<file path="src/core/dis_pkg.sv">
`default_nettype none
package dis_pkg;

  // Number of driver input lines on the driver connector
  localparam int NUM_IN = 7;

  // Function assigned to a driver input line
  typedef logic [2:0] dis_func_t;
  localparam dis_func_t FUNC_GENERAL = 3'h0;
  localparam dis_func_t FUNC_ALARM   = 3'h1;
  localparam dis_func_t FUNC_END     = 3'h2;
  localparam dis_func_t FUNC_TIMING  = 3'h3;
  localparam dis_func_t FUNC_TZERO   = 3'h4;
  localparam dis_func_t FUNC_MOVE    = 3'h5;
  localparam dis_func_t FUNC_LIMIT   = 3'h6;
  localparam dis_func_t FUNC_READY   = 3'h7;

  // Bit positions in the system input status word
  localparam int SYS_BIT_ALARM  = 0;
  localparam int SYS_BIT_END    = 1;
  localparam int SYS_BIT_TIMING = 2;
  localparam int SYS_BIT_TZERO  = 3;
  localparam int SYS_BIT_MOVE   = 4;
  localparam int SYS_BIT_LIMIT  = 5;
  localparam int SYS_BIT_READY  = 6;

  // End source encodings and the value used when nothing was saved
  localparam logic END_SRC_INTERNAL = 1'b0;
  localparam logic END_SRC_DRIVER   = 1'b1;
  localparam logic END_SRC_FACTORY  = 1'b0;

  // Reset values
  localparam logic [6:0] STATUS_RST = 7'h00;
  localparam logic [6:0] SYNC_RST   = 7'h00;

  typedef enum logic [1:0] {
    END_ACTION_SELECT_AREA  = 2'b00,
    END_ACTION_SELECT_PULSE = 2'b01,
    END_ACTION_SELECT_BOTH  = 2'b10,
    END_ACTION_SELECT_ANY   = 2'b11
  } dis_end_action_select_e;

  typedef enum logic {
    BOOT_LOAD = 1'b0,
    BOOT_RUN  = 1'b1
  } dis_boot_e;

  typedef struct packed {
    logic [6:0] system;
    logic [6:0] general;
  } dis_status_s;

endpackage
`default_nettype wire

</file>
<file path="src/core/dis_top.sv">
`timescale 1ns/1ps
`default_nettype none
module dis_top (
  input  wire  logic                       clk,
  input  wire  logic                       reset_n,
  input  wire  logic [6:0]                 drv_in,
  input  wire  dis_pkg::dis_func_t [6:0]   in_func,
  input  wire  logic                       in_end_area,
  input  wire  logic                       pulse_gen_done,
  input  wire  dis_pkg::dis_end_action_select_e       end_action_select,
  input  wire  logic                       seq_mode,
  input  wire  logic                       cmd_end_sel_wr,
  input  wire  logic                       cmd_end_sel_data,
  input  wire  logic                       save_parameters,
  input  wire  logic                       nv_end_sel,
  input  wire  logic                       nv_end_sel_valid,
  input  wire  logic                       monitor_enable,
  output var   dis_pkg::dis_status_s       status,
  output logic                             system_end_status,
  output logic                             internal_end,
  output logic                             end_source_active,
  output logic                             end_source_pending,
  output logic                             end_sel_wr_refused,
  output logic                             nv_save_strobe,
  output logic                             nv_save_data,
  output logic                             monitor_update
);

  // ************************************************************
  // Decoding helpers
  // ************************************************************

  // Weight of each assigned system signal; unassigned inputs add nothing
  function automatic logic [6:0] pack_system(
    input logic [6:0]               lines,
    input dis_pkg::dis_func_t [6:0] funcs
  );
    logic [6:0] word;
    word = dis_pkg::STATUS_RST;
    for (int i = 0; i < dis_pkg::NUM_IN; i++) begin
      if (lines[i]) begin
        case (funcs[i])
          dis_pkg::FUNC_ALARM:  word[dis_pkg::SYS_BIT_ALARM]  = 1'b1;
          dis_pkg::FUNC_END:    word[dis_pkg::SYS_BIT_END]    = 1'b1;
          dis_pkg::FUNC_TIMING: word[dis_pkg::SYS_BIT_TIMING] = 1'b1;
          dis_pkg::FUNC_TZERO:  word[dis_pkg::SYS_BIT_TZERO]  = 1'b1;
          dis_pkg::FUNC_MOVE:   word[dis_pkg::SYS_BIT_MOVE]   = 1'b1;
          dis_pkg::FUNC_LIMIT:  word[dis_pkg::SYS_BIT_LIMIT]  = 1'b1;
          dis_pkg::FUNC_READY:  word[dis_pkg::SYS_BIT_READY]  = 1'b1;
          default:              word = word;
        endcase
      end
    end
    return word;
  endfunction

  // Input k lands on bit k; an assigned input is masked out
  function automatic logic [6:0] pack_general(
    input logic [6:0]               lines,
    input dis_pkg::dis_func_t [6:0] funcs
  );
    logic [6:0] word;
    word = dis_pkg::STATUS_RST;
    for (int i = 0; i < dis_pkg::NUM_IN; i++) begin
      word[i] = lines[i] && (funcs[i] == dis_pkg::FUNC_GENERAL);
    end
    return word;
  endfunction

  // ************************************************************
  // Input synchroniser
  // ************************************************************

  logic [6:0] sync_meta;
  logic [6:0] sync_line;
  logic [6:0] next_sync_meta;
  logic [6:0] next_sync_line;

  always_comb begin
    next_sync_meta = drv_in;
    next_sync_line = sync_meta;
  end

  always_ff @(posedge clk or negedge reset_n) begin
    if (!reset_n) begin
      sync_meta <= dis_pkg::SYNC_RST;
      sync_line <= dis_pkg::SYNC_RST;
    end else begin
      sync_meta <= next_sync_meta;
      sync_line <= next_sync_line;
    end
  end

  // ************************************************************
  // Status words and monitor
  // ************************************************************

  dis_pkg::dis_status_s next_status;
  logic                 next_monitor_update;

  always_comb begin
    // Both words follow the synchronised lines and in_func only; there is no write path
    next_status.system  = pack_system(sync_line, in_func);
    next_status.general = pack_general(sync_line, in_func);
    // Change pulses feed a live display, suppressed inside stored sequences
    next_monitor_update = monitor_enable && !seq_mode
                          && (next_status != status);
  end

  always_ff @(posedge clk or negedge reset_n) begin
    if (!reset_n) begin
      status.system  <= dis_pkg::STATUS_RST;
      status.general <= dis_pkg::STATUS_RST;
      monitor_update <= 1'b0;
    end else begin
      status         <= next_status;
      monitor_update <= next_monitor_update;
    end
  end

  // ************************************************************
  // End source selection and system end status
  // ************************************************************

  dis_pkg::dis_boot_e boot_state;
  dis_pkg::dis_boot_e next_boot_state;
  logic               next_end_source_active;
  logic               next_end_source_pending;
  logic               next_end_sel_wr_refused;
  logic               next_nv_save_strobe;
  logic               next_nv_save_data;
  logic               next_internal_end;
  logic               next_system_end_status;
  logic               boot_value;

  always_comb begin
    next_boot_state         = boot_state;
    next_end_source_active  = end_source_active;
    next_end_source_pending = end_source_pending;
    next_end_sel_wr_refused = 1'b0;
    next_nv_save_strobe     = 1'b0;
    next_nv_save_data       = nv_save_data;
    boot_value = nv_end_sel_valid ? nv_end_sel : dis_pkg::END_SRC_FACTORY;

    case (boot_state)
      dis_pkg::BOOT_LOAD: begin
        // Saved value is caught on the first edge after reset release
        next_end_source_active  = boot_value;
        next_end_source_pending = boot_value;
        next_boot_state         = dis_pkg::BOOT_RUN;
      end
      dis_pkg::BOOT_RUN: begin
        // The working selection never moves here; only a reset reloads it
        if (cmd_end_sel_wr) begin
          if (seq_mode) begin
            next_end_sel_wr_refused = 1'b1;
          end else begin
            next_end_source_pending = cmd_end_sel_data;
          end
        end
        if (save_parameters) begin
          next_nv_save_strobe = 1'b1;
          next_nv_save_data   = next_end_source_pending;
        end
      end
      default: begin
        next_boot_state = dis_pkg::BOOT_LOAD;
      end
    endcase

    case (end_action_select)
      dis_pkg::END_ACTION_SELECT_AREA:  next_internal_end = in_end_area;
      dis_pkg::END_ACTION_SELECT_PULSE: next_internal_end = pulse_gen_done;
      dis_pkg::END_ACTION_SELECT_BOTH:  next_internal_end = in_end_area
                                                 && pulse_gen_done;
      default:               next_internal_end = in_end_area
                                                 || pulse_gen_done;
    endcase

    // Driver end line can chatter at low speed; internal is the safer pick
    if (end_source_active == dis_pkg::END_SRC_DRIVER) begin
      next_system_end_status = next_status.system[dis_pkg::SYS_BIT_END];
    end else begin
      next_system_end_status = next_internal_end;
    end
    // Held low until the saved selection has been loaded
    if (boot_state == dis_pkg::BOOT_LOAD) begin
      next_system_end_status = 1'b0;
    end
  end

  always_ff @(posedge clk or negedge reset_n) begin
    if (!reset_n) begin
      boot_state         <= dis_pkg::BOOT_LOAD;
      end_source_active  <= dis_pkg::END_SRC_FACTORY;
      end_source_pending <= dis_pkg::END_SRC_FACTORY;
      end_sel_wr_refused <= 1'b0;
      nv_save_strobe     <= 1'b0;
      nv_save_data       <= dis_pkg::END_SRC_FACTORY;
      internal_end       <= 1'b0;
      system_end_status  <= 1'b0;
    end else begin
      boot_state         <= next_boot_state;
      end_source_active  <= next_end_source_active;
      end_source_pending <= next_end_source_pending;
      end_sel_wr_refused <= next_end_sel_wr_refused;
      nv_save_strobe     <= next_nv_save_strobe;
      nv_save_data       <= next_nv_save_data;
      internal_end       <= next_internal_end;
      system_end_status  <= next_system_end_status;
    end
  end

endmodule
`default_nettype wire

</file>
<file path="config.mk">
export PLATFORM = sky130hd
export DESIGN_NAME = dis_top
export DESIGN_NICKNAME = d
export VERILOG_FILES = /design/src/core/dis_pkg.sv /design/src/core/dis_top.sv
export SDC_FILE = /design/constraint.sdc
export NUM_CORES = 1
export LEC_CHECK = 0
export ABC_AREA = 1
export BUFFER_PORTS_ARGS = -buffer_cell sky130_fd_sc_hd__buf_2
export CAP_MARGIN = 20
export CORE_ASPECT_RATIO = 1.75
export CORE_MARGIN = 2
export CORE_UTILIZATION = 45
export CTS_CLUSTER_SIZE = 40
export DETAILED_ROUTE_END_ITERATION = 10
export GPL_ROUTABILITY_DRIVEN = 0
export PLACE_DENSITY = 0.76
export REMOVE_ABC_BUFFERS = 1
export SYNTH_ARGS = -nofsm -noshare
export SYNTH_HDL_FRONTEND = slang
export SYNTH_SLANG_ARGS = --single-unit
</file>
<file path="constraint.sdc">
create_clock -name clk -period 1.6 [get_ports clk]
set_input_delay 0.32 -clock clk [delete_from_list [all_inputs] [get_ports clk]]
set_output_delay 0.32 -clock clk [all_outputs]
set_load 0.1 [all_outputs]
</file>
### Word level (Yosys, flattened, before mapping)

Cells that the tools add are included.

| storage, ports and cells | value |
|---|---|
| register bits after elaboration | 37 |
| bits of input ports | 41 |
| output and inout port bits | 22 |
| word-level logic and storage cells | 155 |

| operators by class | value |
|---|---|
| eq/ne operators | 52 |
| muxes and demuxes | 68 |
| bitwise gates (word level) | 1 |
| reduce and logical (&&, ||, !) cells | 21 |

Operators by type and width:

| operator | count |
|---|---|
| == test 3 bit (second input constant) | 28 |
| 2-to-1 mux 1 bit | 59 |
| 2-to-1 mux 7 bit | 7 |
| == test 3 x 2 -> 1 bit (second input constant) | 14 |
| == test 3 x 1 -> 1 bit (second input constant) | 7 |
| logical NOT 3 bit | 7 |
| inequality test 14 bit | 1 |
| logical AND 1 bit | 10 |
| one-hot mux 1 bit (3 select lines) | 1 |
| == test 2 x 1 -> 1 bit (second input constant) | 1 |
| == test 2 bit (second input constant) | 1 |
| logical NOT 2 bit | 1 |
| one-hot mux 1 bit (2 select lines) | 1 |
| AND reduction 2 bit | 1 |
| logical NOT 1 bit | 1 |
| logical OR 1 bit | 1 |
| NOT 1 bit | 1 |

### Depth between registers and ports, before layout

Gate-level depths: netlist of the first run.

| depth | value |
|---|---|
| depth after elaboration | 17 |
| mapped depth | 12 |
| gate-level depth less buffers | 12 |

### Worst setup path before layout of the first run

No wires, ideal clock.

| timing | value |
|---|---|
| kind | reg-to-reg |
| start point | register status[0] (netlist bit) |
| end point | register monitor_update |
| library setup time | 0.115 ns |
| data arrival time | 1.586 ns |
| required time | 1.485 ns |
| setup slack | -0.102 ns |
| stages on the path, launching flop included | 9 |
| buffers on the path | 0 |
| period minus slack after synthesis | 1.702 ns |
| cell sequence | dfrtp_1 -> inv_1 -> xor2_1 -> nor2_1 -> nand3_1 -> nor2_1 -> nand2_1 -> nor2_1 -> nor2_1 |

| between the ends | value |
|---|---|
| longest elaborated chain between the ends | 2 |

Ends and longest elaborated chain:

| item | RTL line | RTL |
|---|---|---|
| from (decl) | dis_top.sv:18 | `output var dis_pkg::dis_status_s status,` |
| from (signal assigned) | dis_top.sv:116 | `status <= next_status;` |
| inequality test 14 bit | dis_top.sv:107 | `&& (next_status != status);` |
| logical AND 1 bit | dis_top.sv:107 |  |
| net next_monitor_update | dis_top.sv:99 | `logic next_monitor_update;` |
| to (signal assigned) | dis_top.sv:117 | `monitor_update <= next_monitor_update;` |
| to (decl) | dis_top.sv:26 | `output logic monitor_update` |

The timed path passes the listed nets, and every way through them passes these cells.
A chain may end at the register's enable or synchronous reset.

### Final worst setup path of the first run

| timing | value |
|---|---|
| start point | register status[5] (netlist bit) |
| end point | output port status[5] (netlist bit) |

No word-level cell between the ends.

==> flow_summary.ini, run 1 <==
[status]
status = finished clean

[setup_path]
critPathTopFamily = buffers and inverters
arrival_ps = 1160
crit_path_start_kind = flop
crit_fanout = 3
cp.buffers_inverters = 1
cp_slowest_cell = buf_2
worstSetupPathType = reg2out
max_stage_delay_ps = 450
crit_required_ps = 1280
worstSetupEndpointType = output pin
cp_cell_sequence = buf_2

[detailed_routing]
drcViolationCount = 0
vias_per_cell = 4.890
ant_nets = 0
vias = 2083
drtIter0Drc = 49
firstDrtPassIters = 4
drt_wl_total_mm = 5.095
wl_per_cell_um = 11.96

[final_layout]
fill_cells = 406
mostFrequentLayoutCells = nand2_1, buf_2, inv_1
layout_commonest_cell = nand2_1
finalNetCount = 415
antenna_cells = 0
drive_above_1_share = 0.3120
final_area_um2 = 2648
syn_to_final_growth_pct = 26.93

[logic_synthesis]
yosys-top-cells-area = dfrtp_1, nand2_1, inv_1
synth-seq-cells = 37
synth_top_area_cell = dfrtp_1
synth_top_area_frac = 0.4439
yosys_warnings = 0
ys_types = 19
syn_area_per_cell_um2 = 6.976
syn_area_um2 = 2086
ys_seq_area_frac = 0.4439
syn-instance-count = 299

[floorplan]
start_util = 0.4693
row_count = 32
die_h_um = 94.06
dieArea_um2 = 5217
core_area_um2 = 4444
dieWidth_um = 55.47
boundaryPins = 63

[global_route]
grt.total_usage = 0.2121
antenna_found_initial = 0
grt_max_degree = 22
grt_pass1_wl_mm = 8.556
grt_pass1_vias = 2037
overflow = 0

[job]
maxCapViolCount = 0

[sta]
fin_skew_ps = 4.801
finalHoldViolCount = 0
final.period_utilization = 0.9221
max_freq_mhz = 677.8
drv_slew = 0
setup_viol = 0
min_period_ps = 1475

[power]
peakVddDrop_mv = 0.9472
power.total_w = 0.002644
power_density_nw_per_um2 = 998.5
p_leak_nw = 1.623

[placed_design]
post-dp-hpwl_mm = 4.175
portBuffers = 62
postPlaceCellArea_um2 = 2475

[clock_network]
cts_sinks = 37
clockBufferDepth = 2
clkLatencyLatePin_ps = 290
cts-htree-levels = 2
cts_buffers = 5
cts_root_buf = clkbuf_8
path_clk_slew_ps = 80
cts_tree = yes

[worst_hold_path]
hold_path_class = in2reg
[worst reg2reg max path: stages (launching register included)]
cell and delay (ps):
dfrtp_1 410, nand2_1 90, nor2_1 50, nor3_1 180, buf_4 140, nand2_1 60
nand2_1 60, nand2_1 50, nor2_1 100, nand2_1 60, nor2_1 100, nor2_1 40
[where the power goes]
group          switching [W]  leakage [nW]  internal, W
Combinational       0.000566          1.11     0.000175
Sequential         0.0000443         0.458     0.000997
Clock               0.000355        0.0574     0.000507
Total               0.000965          1.62      0.00168
[sequential cells by signal, summed over array words and instances, names as in the netlist]
register	flops
end_sel_wr_refused	1
end_source_pending	1
internal_end	1
next_sync_line	7
boot_state	1
monitor_update	1
nv_save_strobe	1
sync_line	7
system_end_status	1
status	14
end_source_active	1
nv_save_data	1
[cell type report]
type,count,area (µm²),area share
Clock inverter,2,37.54,0.01418
Clock buffer,6,82.58,0.03119
Multi-Input combinational cell,203,948.4,0.3582
Sequential cell,37,928.4,0.3507
Tap cell,51,63.81,0.02410
Inverter,57,214.0,0.08081
Timing Repair Buffer,70,372.9,0.1408
[worst paths after layout]
check / startpoint / end / slack [ps] / depth (start not counted)
min: drv_in[1] / next_sync_line[1] / 130 / 1
max in group asynchronous: reset_n / sync_line[4] / 560 / 3
max: status[5] / status[5] / 120 / 1
min reg2reg: next_sync_line[5] / sync_line[5] / 350 / 0
max reg2reg: sync_line[5] / monitor_update / 150 / 11
min in group asynchronous: reset_n / sync_line[3] / 510 / 2
[cells by family after synthesis]
group | share of synthesized area
xor+xnor | 0.004200
buf+inv | 0.1098
flops | 0.4439
mux | 0.009598
simple gates | 0.4175
other cells | 0.001798
compound gates | 0.01319
[cells in the mapped netlist]
master	number
nand2_1	97
inv_1	48
dfrtp_1	37
nor2_1	37
nand3_1	19
nand4_1	17
nor2_2	12
inv_2	9
nand2_2	6
nor2_4	3
o21ai_0	3
buf_4	2
mux2i_1	2
nor3_1	2
a21oi_1	1
conb_1	1
nand3_2	1
o211ai_1	1
xor2_1	1
[through the flow]
stage          TNS, ps  hold WS (ps)  worst slack [ps]  utilization  cells
6_report             0         128.3             124.6       0.5957    426
5_1_grt         -2.936         123.1            -2.936       0.5957    426
4_1_cts              0         124.8             113.7       0.5861    423
3_5_place_dp         0         308.5             83.21       0.5569    414
3_3_place_gp         0         305.9             130.4       0.5569    414
2_1_floorplan   -101.6         24.41            -101.6            -    297
[metal layers]
metal | share of wire | GRT usage
met4 | 0.044 | 0.1159
met3 | 0.064 | 0.04821
met2 | 0.54 | 0.4008
met1 | 0.35 | 0.2080
met5 | 0 | 0
[repair_timing]
| item | 4_1_cts | 5_1_grt |
|---|---|---|
| endpoints found under the setup margin | 0 | 1 |
| hold buffers | 1 | 0 |
| buffers inserted | 0 | 3 |
| endpoints found under the hold margin | 19 | 0 |
| gates resized for setup | 0 | 9 |
No activity file was read; power rests on OpenSTA's default activity.
==> inputs of run 2 (changes only) <==
--- a/config.mk
+++ b/config.mk
@@ -5,16 +5,16 @@
 export SDC_FILE = /design/constraint.sdc
 export NUM_CORES = 1
 export LEC_CHECK = 0
-export ABC_AREA = 1
 export BUFFER_PORTS_ARGS = -buffer_cell sky130_fd_sc_hd__buf_2
 export CAP_MARGIN = 20
 export CORE_ASPECT_RATIO = 1.75
 export CORE_MARGIN = 2
 export CORE_UTILIZATION = 45
+export CTS_BUF_LIST = sky130_fd_sc_hd__clkbuf_8 sky130_fd_sc_hd__clkbuf_16
 export CTS_CLUSTER_SIZE = 40
 export DETAILED_ROUTE_END_ITERATION = 10
 export GPL_ROUTABILITY_DRIVEN = 0
-export PLACE_DENSITY = 0.76
+export PLACE_DENSITY = 0.78
 export REMOVE_ABC_BUFFERS = 1
 export SYNTH_ARGS = -nofsm -noshare
 export SYNTH_HDL_FRONTEND = slang
==> flow_summary.ini, run 2 <==
[status]
status = finished with violations
violations = setup timing

[final_layout]
mostFrequentLayoutCells = buf_2, buf_4, dfrtp_1
multi_input_area_um2 = 924.6
layout_commonest_cell = buf_2
drive_above_1_share = 0.4964
max_flop_register = status
antenna_cells = 0
final_area_um2 = 2754
finalNetCount = 314
fill_cells = 298
largest_register_ffs = 14
post-route-util = 0.7193
regArea_um2 = 927.1
syn_to_final_growth_pct = 55.55

[logic_synthesis]
synth_top_area_frac = 0.5230
yosys-top-cells-area = dfrtp_1, nand4b_1, xor2_1
yosys_warnings = 0
synth-seq-cells = 37
ys_types = 36
synth_edf_count = 0
syn_area_um2 = 1770
syn-instance-count = 154
synth_top_area_cell = dfrtp_1
synth_common_cells = dfrtp_1, nand4b_1, nand4_1
synthMostInstantiatedCell = dfrtp_1
synthArstFlopShare = 1.000
syn_area_per_cell_um2 = 11.50
ys_seq_area_frac = 0.5230
ys.flop_type = dfrtp_1

[floorplan]
die_h_um = 86.98
row_count = 30
dieArea_um2 = 4472
start_util = 0.4624
boundaryPins = 63
dieWidth_um = 51.42
core_area_um2 = 3829

[power]
peakVddDrop_mv = 0.9652
power.total_w = 0.002665
p_leak_nw = 1.358
power_density_nw_per_um2 = 967.8

[sta]
min_period_ps = 1856
drv_slew = 0
final.period_utilization = 1.160
worst_slack_ps = -256.1
fin_skew_ps = 12.00
fin_setup_tns_ps = -431.6
setup_viol = 2
rsz0062_at_grt = yes
max_freq_mhz = 538.8
finalHoldViolCount = 0

[detailed_routing]
wl_per_cell_um = 15.32
drcViolationCount = 0
vias = 1789
firstDrtPassIters = 4
drt_wl_total_mm = 4.934
drtIter0Drc = 59
ant_nets = 0
vias_per_cell = 5.556

[placed_design]
portBuffers = 62
postPlaceCellArea_um2 = 2469
pre_cts_slack_ps = -497.6
post-dp-hpwl_mm = 3.557

[global_route]
antenna_found_initial = 0
overflow = 0
grt_pass1_wl_mm = 7.997
grt.total_usage = 0.2409
grt_pass1_vias = 1807
grt_max_degree = 38

[setup_path]
crit_required_ps = 1770
arrival_ps = 2020
crit_path_start_kind = flop
crit_fanout = 3
worstSetupPathType = reg2reg
worstSetupEndpointType = flop

[clock_network]
cts_tree = yes
clkLatencyLatePin_ps = 290
cts_sinks = 37
path_clk_slew_ps = 80
clockBufferDepth = 2
cts-htree-levels = 2
cts_root_buf = clkbuf_8
cts_buffers = 5

[job]
maxCapViolCount = 0

[worst_hold_path]
hold_path_class = in2reg
## run 2: cell count changes after synthesis, sizes merged, moves of 7 or more
cell	delta
nand4	-7
nand2	-97
nor2	-44
inv	-54
nand4b	+11
nand3	-15
xor2	+8
## run 2: cell families (layout without fill, tap and decap cells)
logic type | after synthesis | after routing | synth area share
muxes | 2 | 2 | 0.01131
DFF | 37 | 37 | 0.5230
xor gates and xnor gates | 15 | 15 | 0.07421
other | 1 | 1 | 0.002118
and+or+nand+nor | 80 | 80 | 0.3159
AOI/OAI and AO/OA | 16 | 16 | 0.06714
buffers and inverters | 3 | 123 | 0.006360
## run 2: path summary, 6_finish.rpt
kind	start	endpoint	slack [ps]	depth (start not counted)
hold / removal	drv_in[0]	next_sync_line[0]	130	1
min in group asynchronous	reset_n	internal_end	520	3
max in group asynchronous	reset_n	sync_line[5]	880	3
hold reg to reg	next_sync_line[4]	sync_line[4]	340	0
setup / recovery	sync_line[4]	monitor_update	-260	8
setup reg to reg	sync_line[4]	monitor_update	-260	8
## run 2: metal layers
| layer | vias up | routed length, µm | track usage |
|---|---|---|---|
| met1 | 861 | 1819 | 0.2673 |
| met4 | 0 | 196 | 0.1244 |
| met5 | - | 0 | 0 |
| li1 | 830 | - | - |
| met3 | 24 | 236 | 0.03780 |
| met2 | 74 | 2682 | 0.4301 |
## run 2: final cells by class
| type | instances | share of cell area |
|---|---|---|
| clock buffer | 5 | 0.02499 |
| timing repair buffer | 112 | 0.2599 |
| tap | 48 | 0.02181 |
| clock inverter | 3 | 0.01681 |
| sequential | 37 | 0.3367 |
| multi-input combinational | 114 | 0.3358 |
| inverter | 3 | 0.004089 |
## run 2: timing repair
item,4_1_cts,5_1_grt
setup buffers,4,3
hold buffers,1,0
gates resized for setup,14,7
endpoints found under the setup margin,2,3
pin swaps,13,8
hold endpoints to repair,37,0
## run 2: power breakdown
| part | internal (W) | switching (W) | total, W | leakage (nW) |
|---|---|---|---|---|
| Clock | 0.000467 | 0.000355 | 0.000822 | 0.0543 |
| Sequential | 0.000997 | 0.0000378 | 0.00103 | 0.458 |
| Combinational | 0.000263 | 0.000545 | 0.000809 | 0.846 |
| Total | 0.00173 | 0.000938 | 0.00267 | 1.36 |
## run 2: critical path: stages (launching register included)
cell	delay, ps
dfrtp_1	400
buf_6	120
buf_6	110
nand4_1	100
o2111ai_2	120
nand4b_1	250
xor2_1	200
nor4_2	280
a41oi_1	140
## run 2: metrics by stage
| stage | hold slack, ps | instances |
|---|---|---|
| after floorplan | 24.41 | 154 |
| after global routing | 115.9 | 322 |
| final | 129.7 | 322 |
| after global placement | 295.2 | 306 |
| after CTS | 124.9 | 319 |
| after detailed placement | 296.6 | 306 |
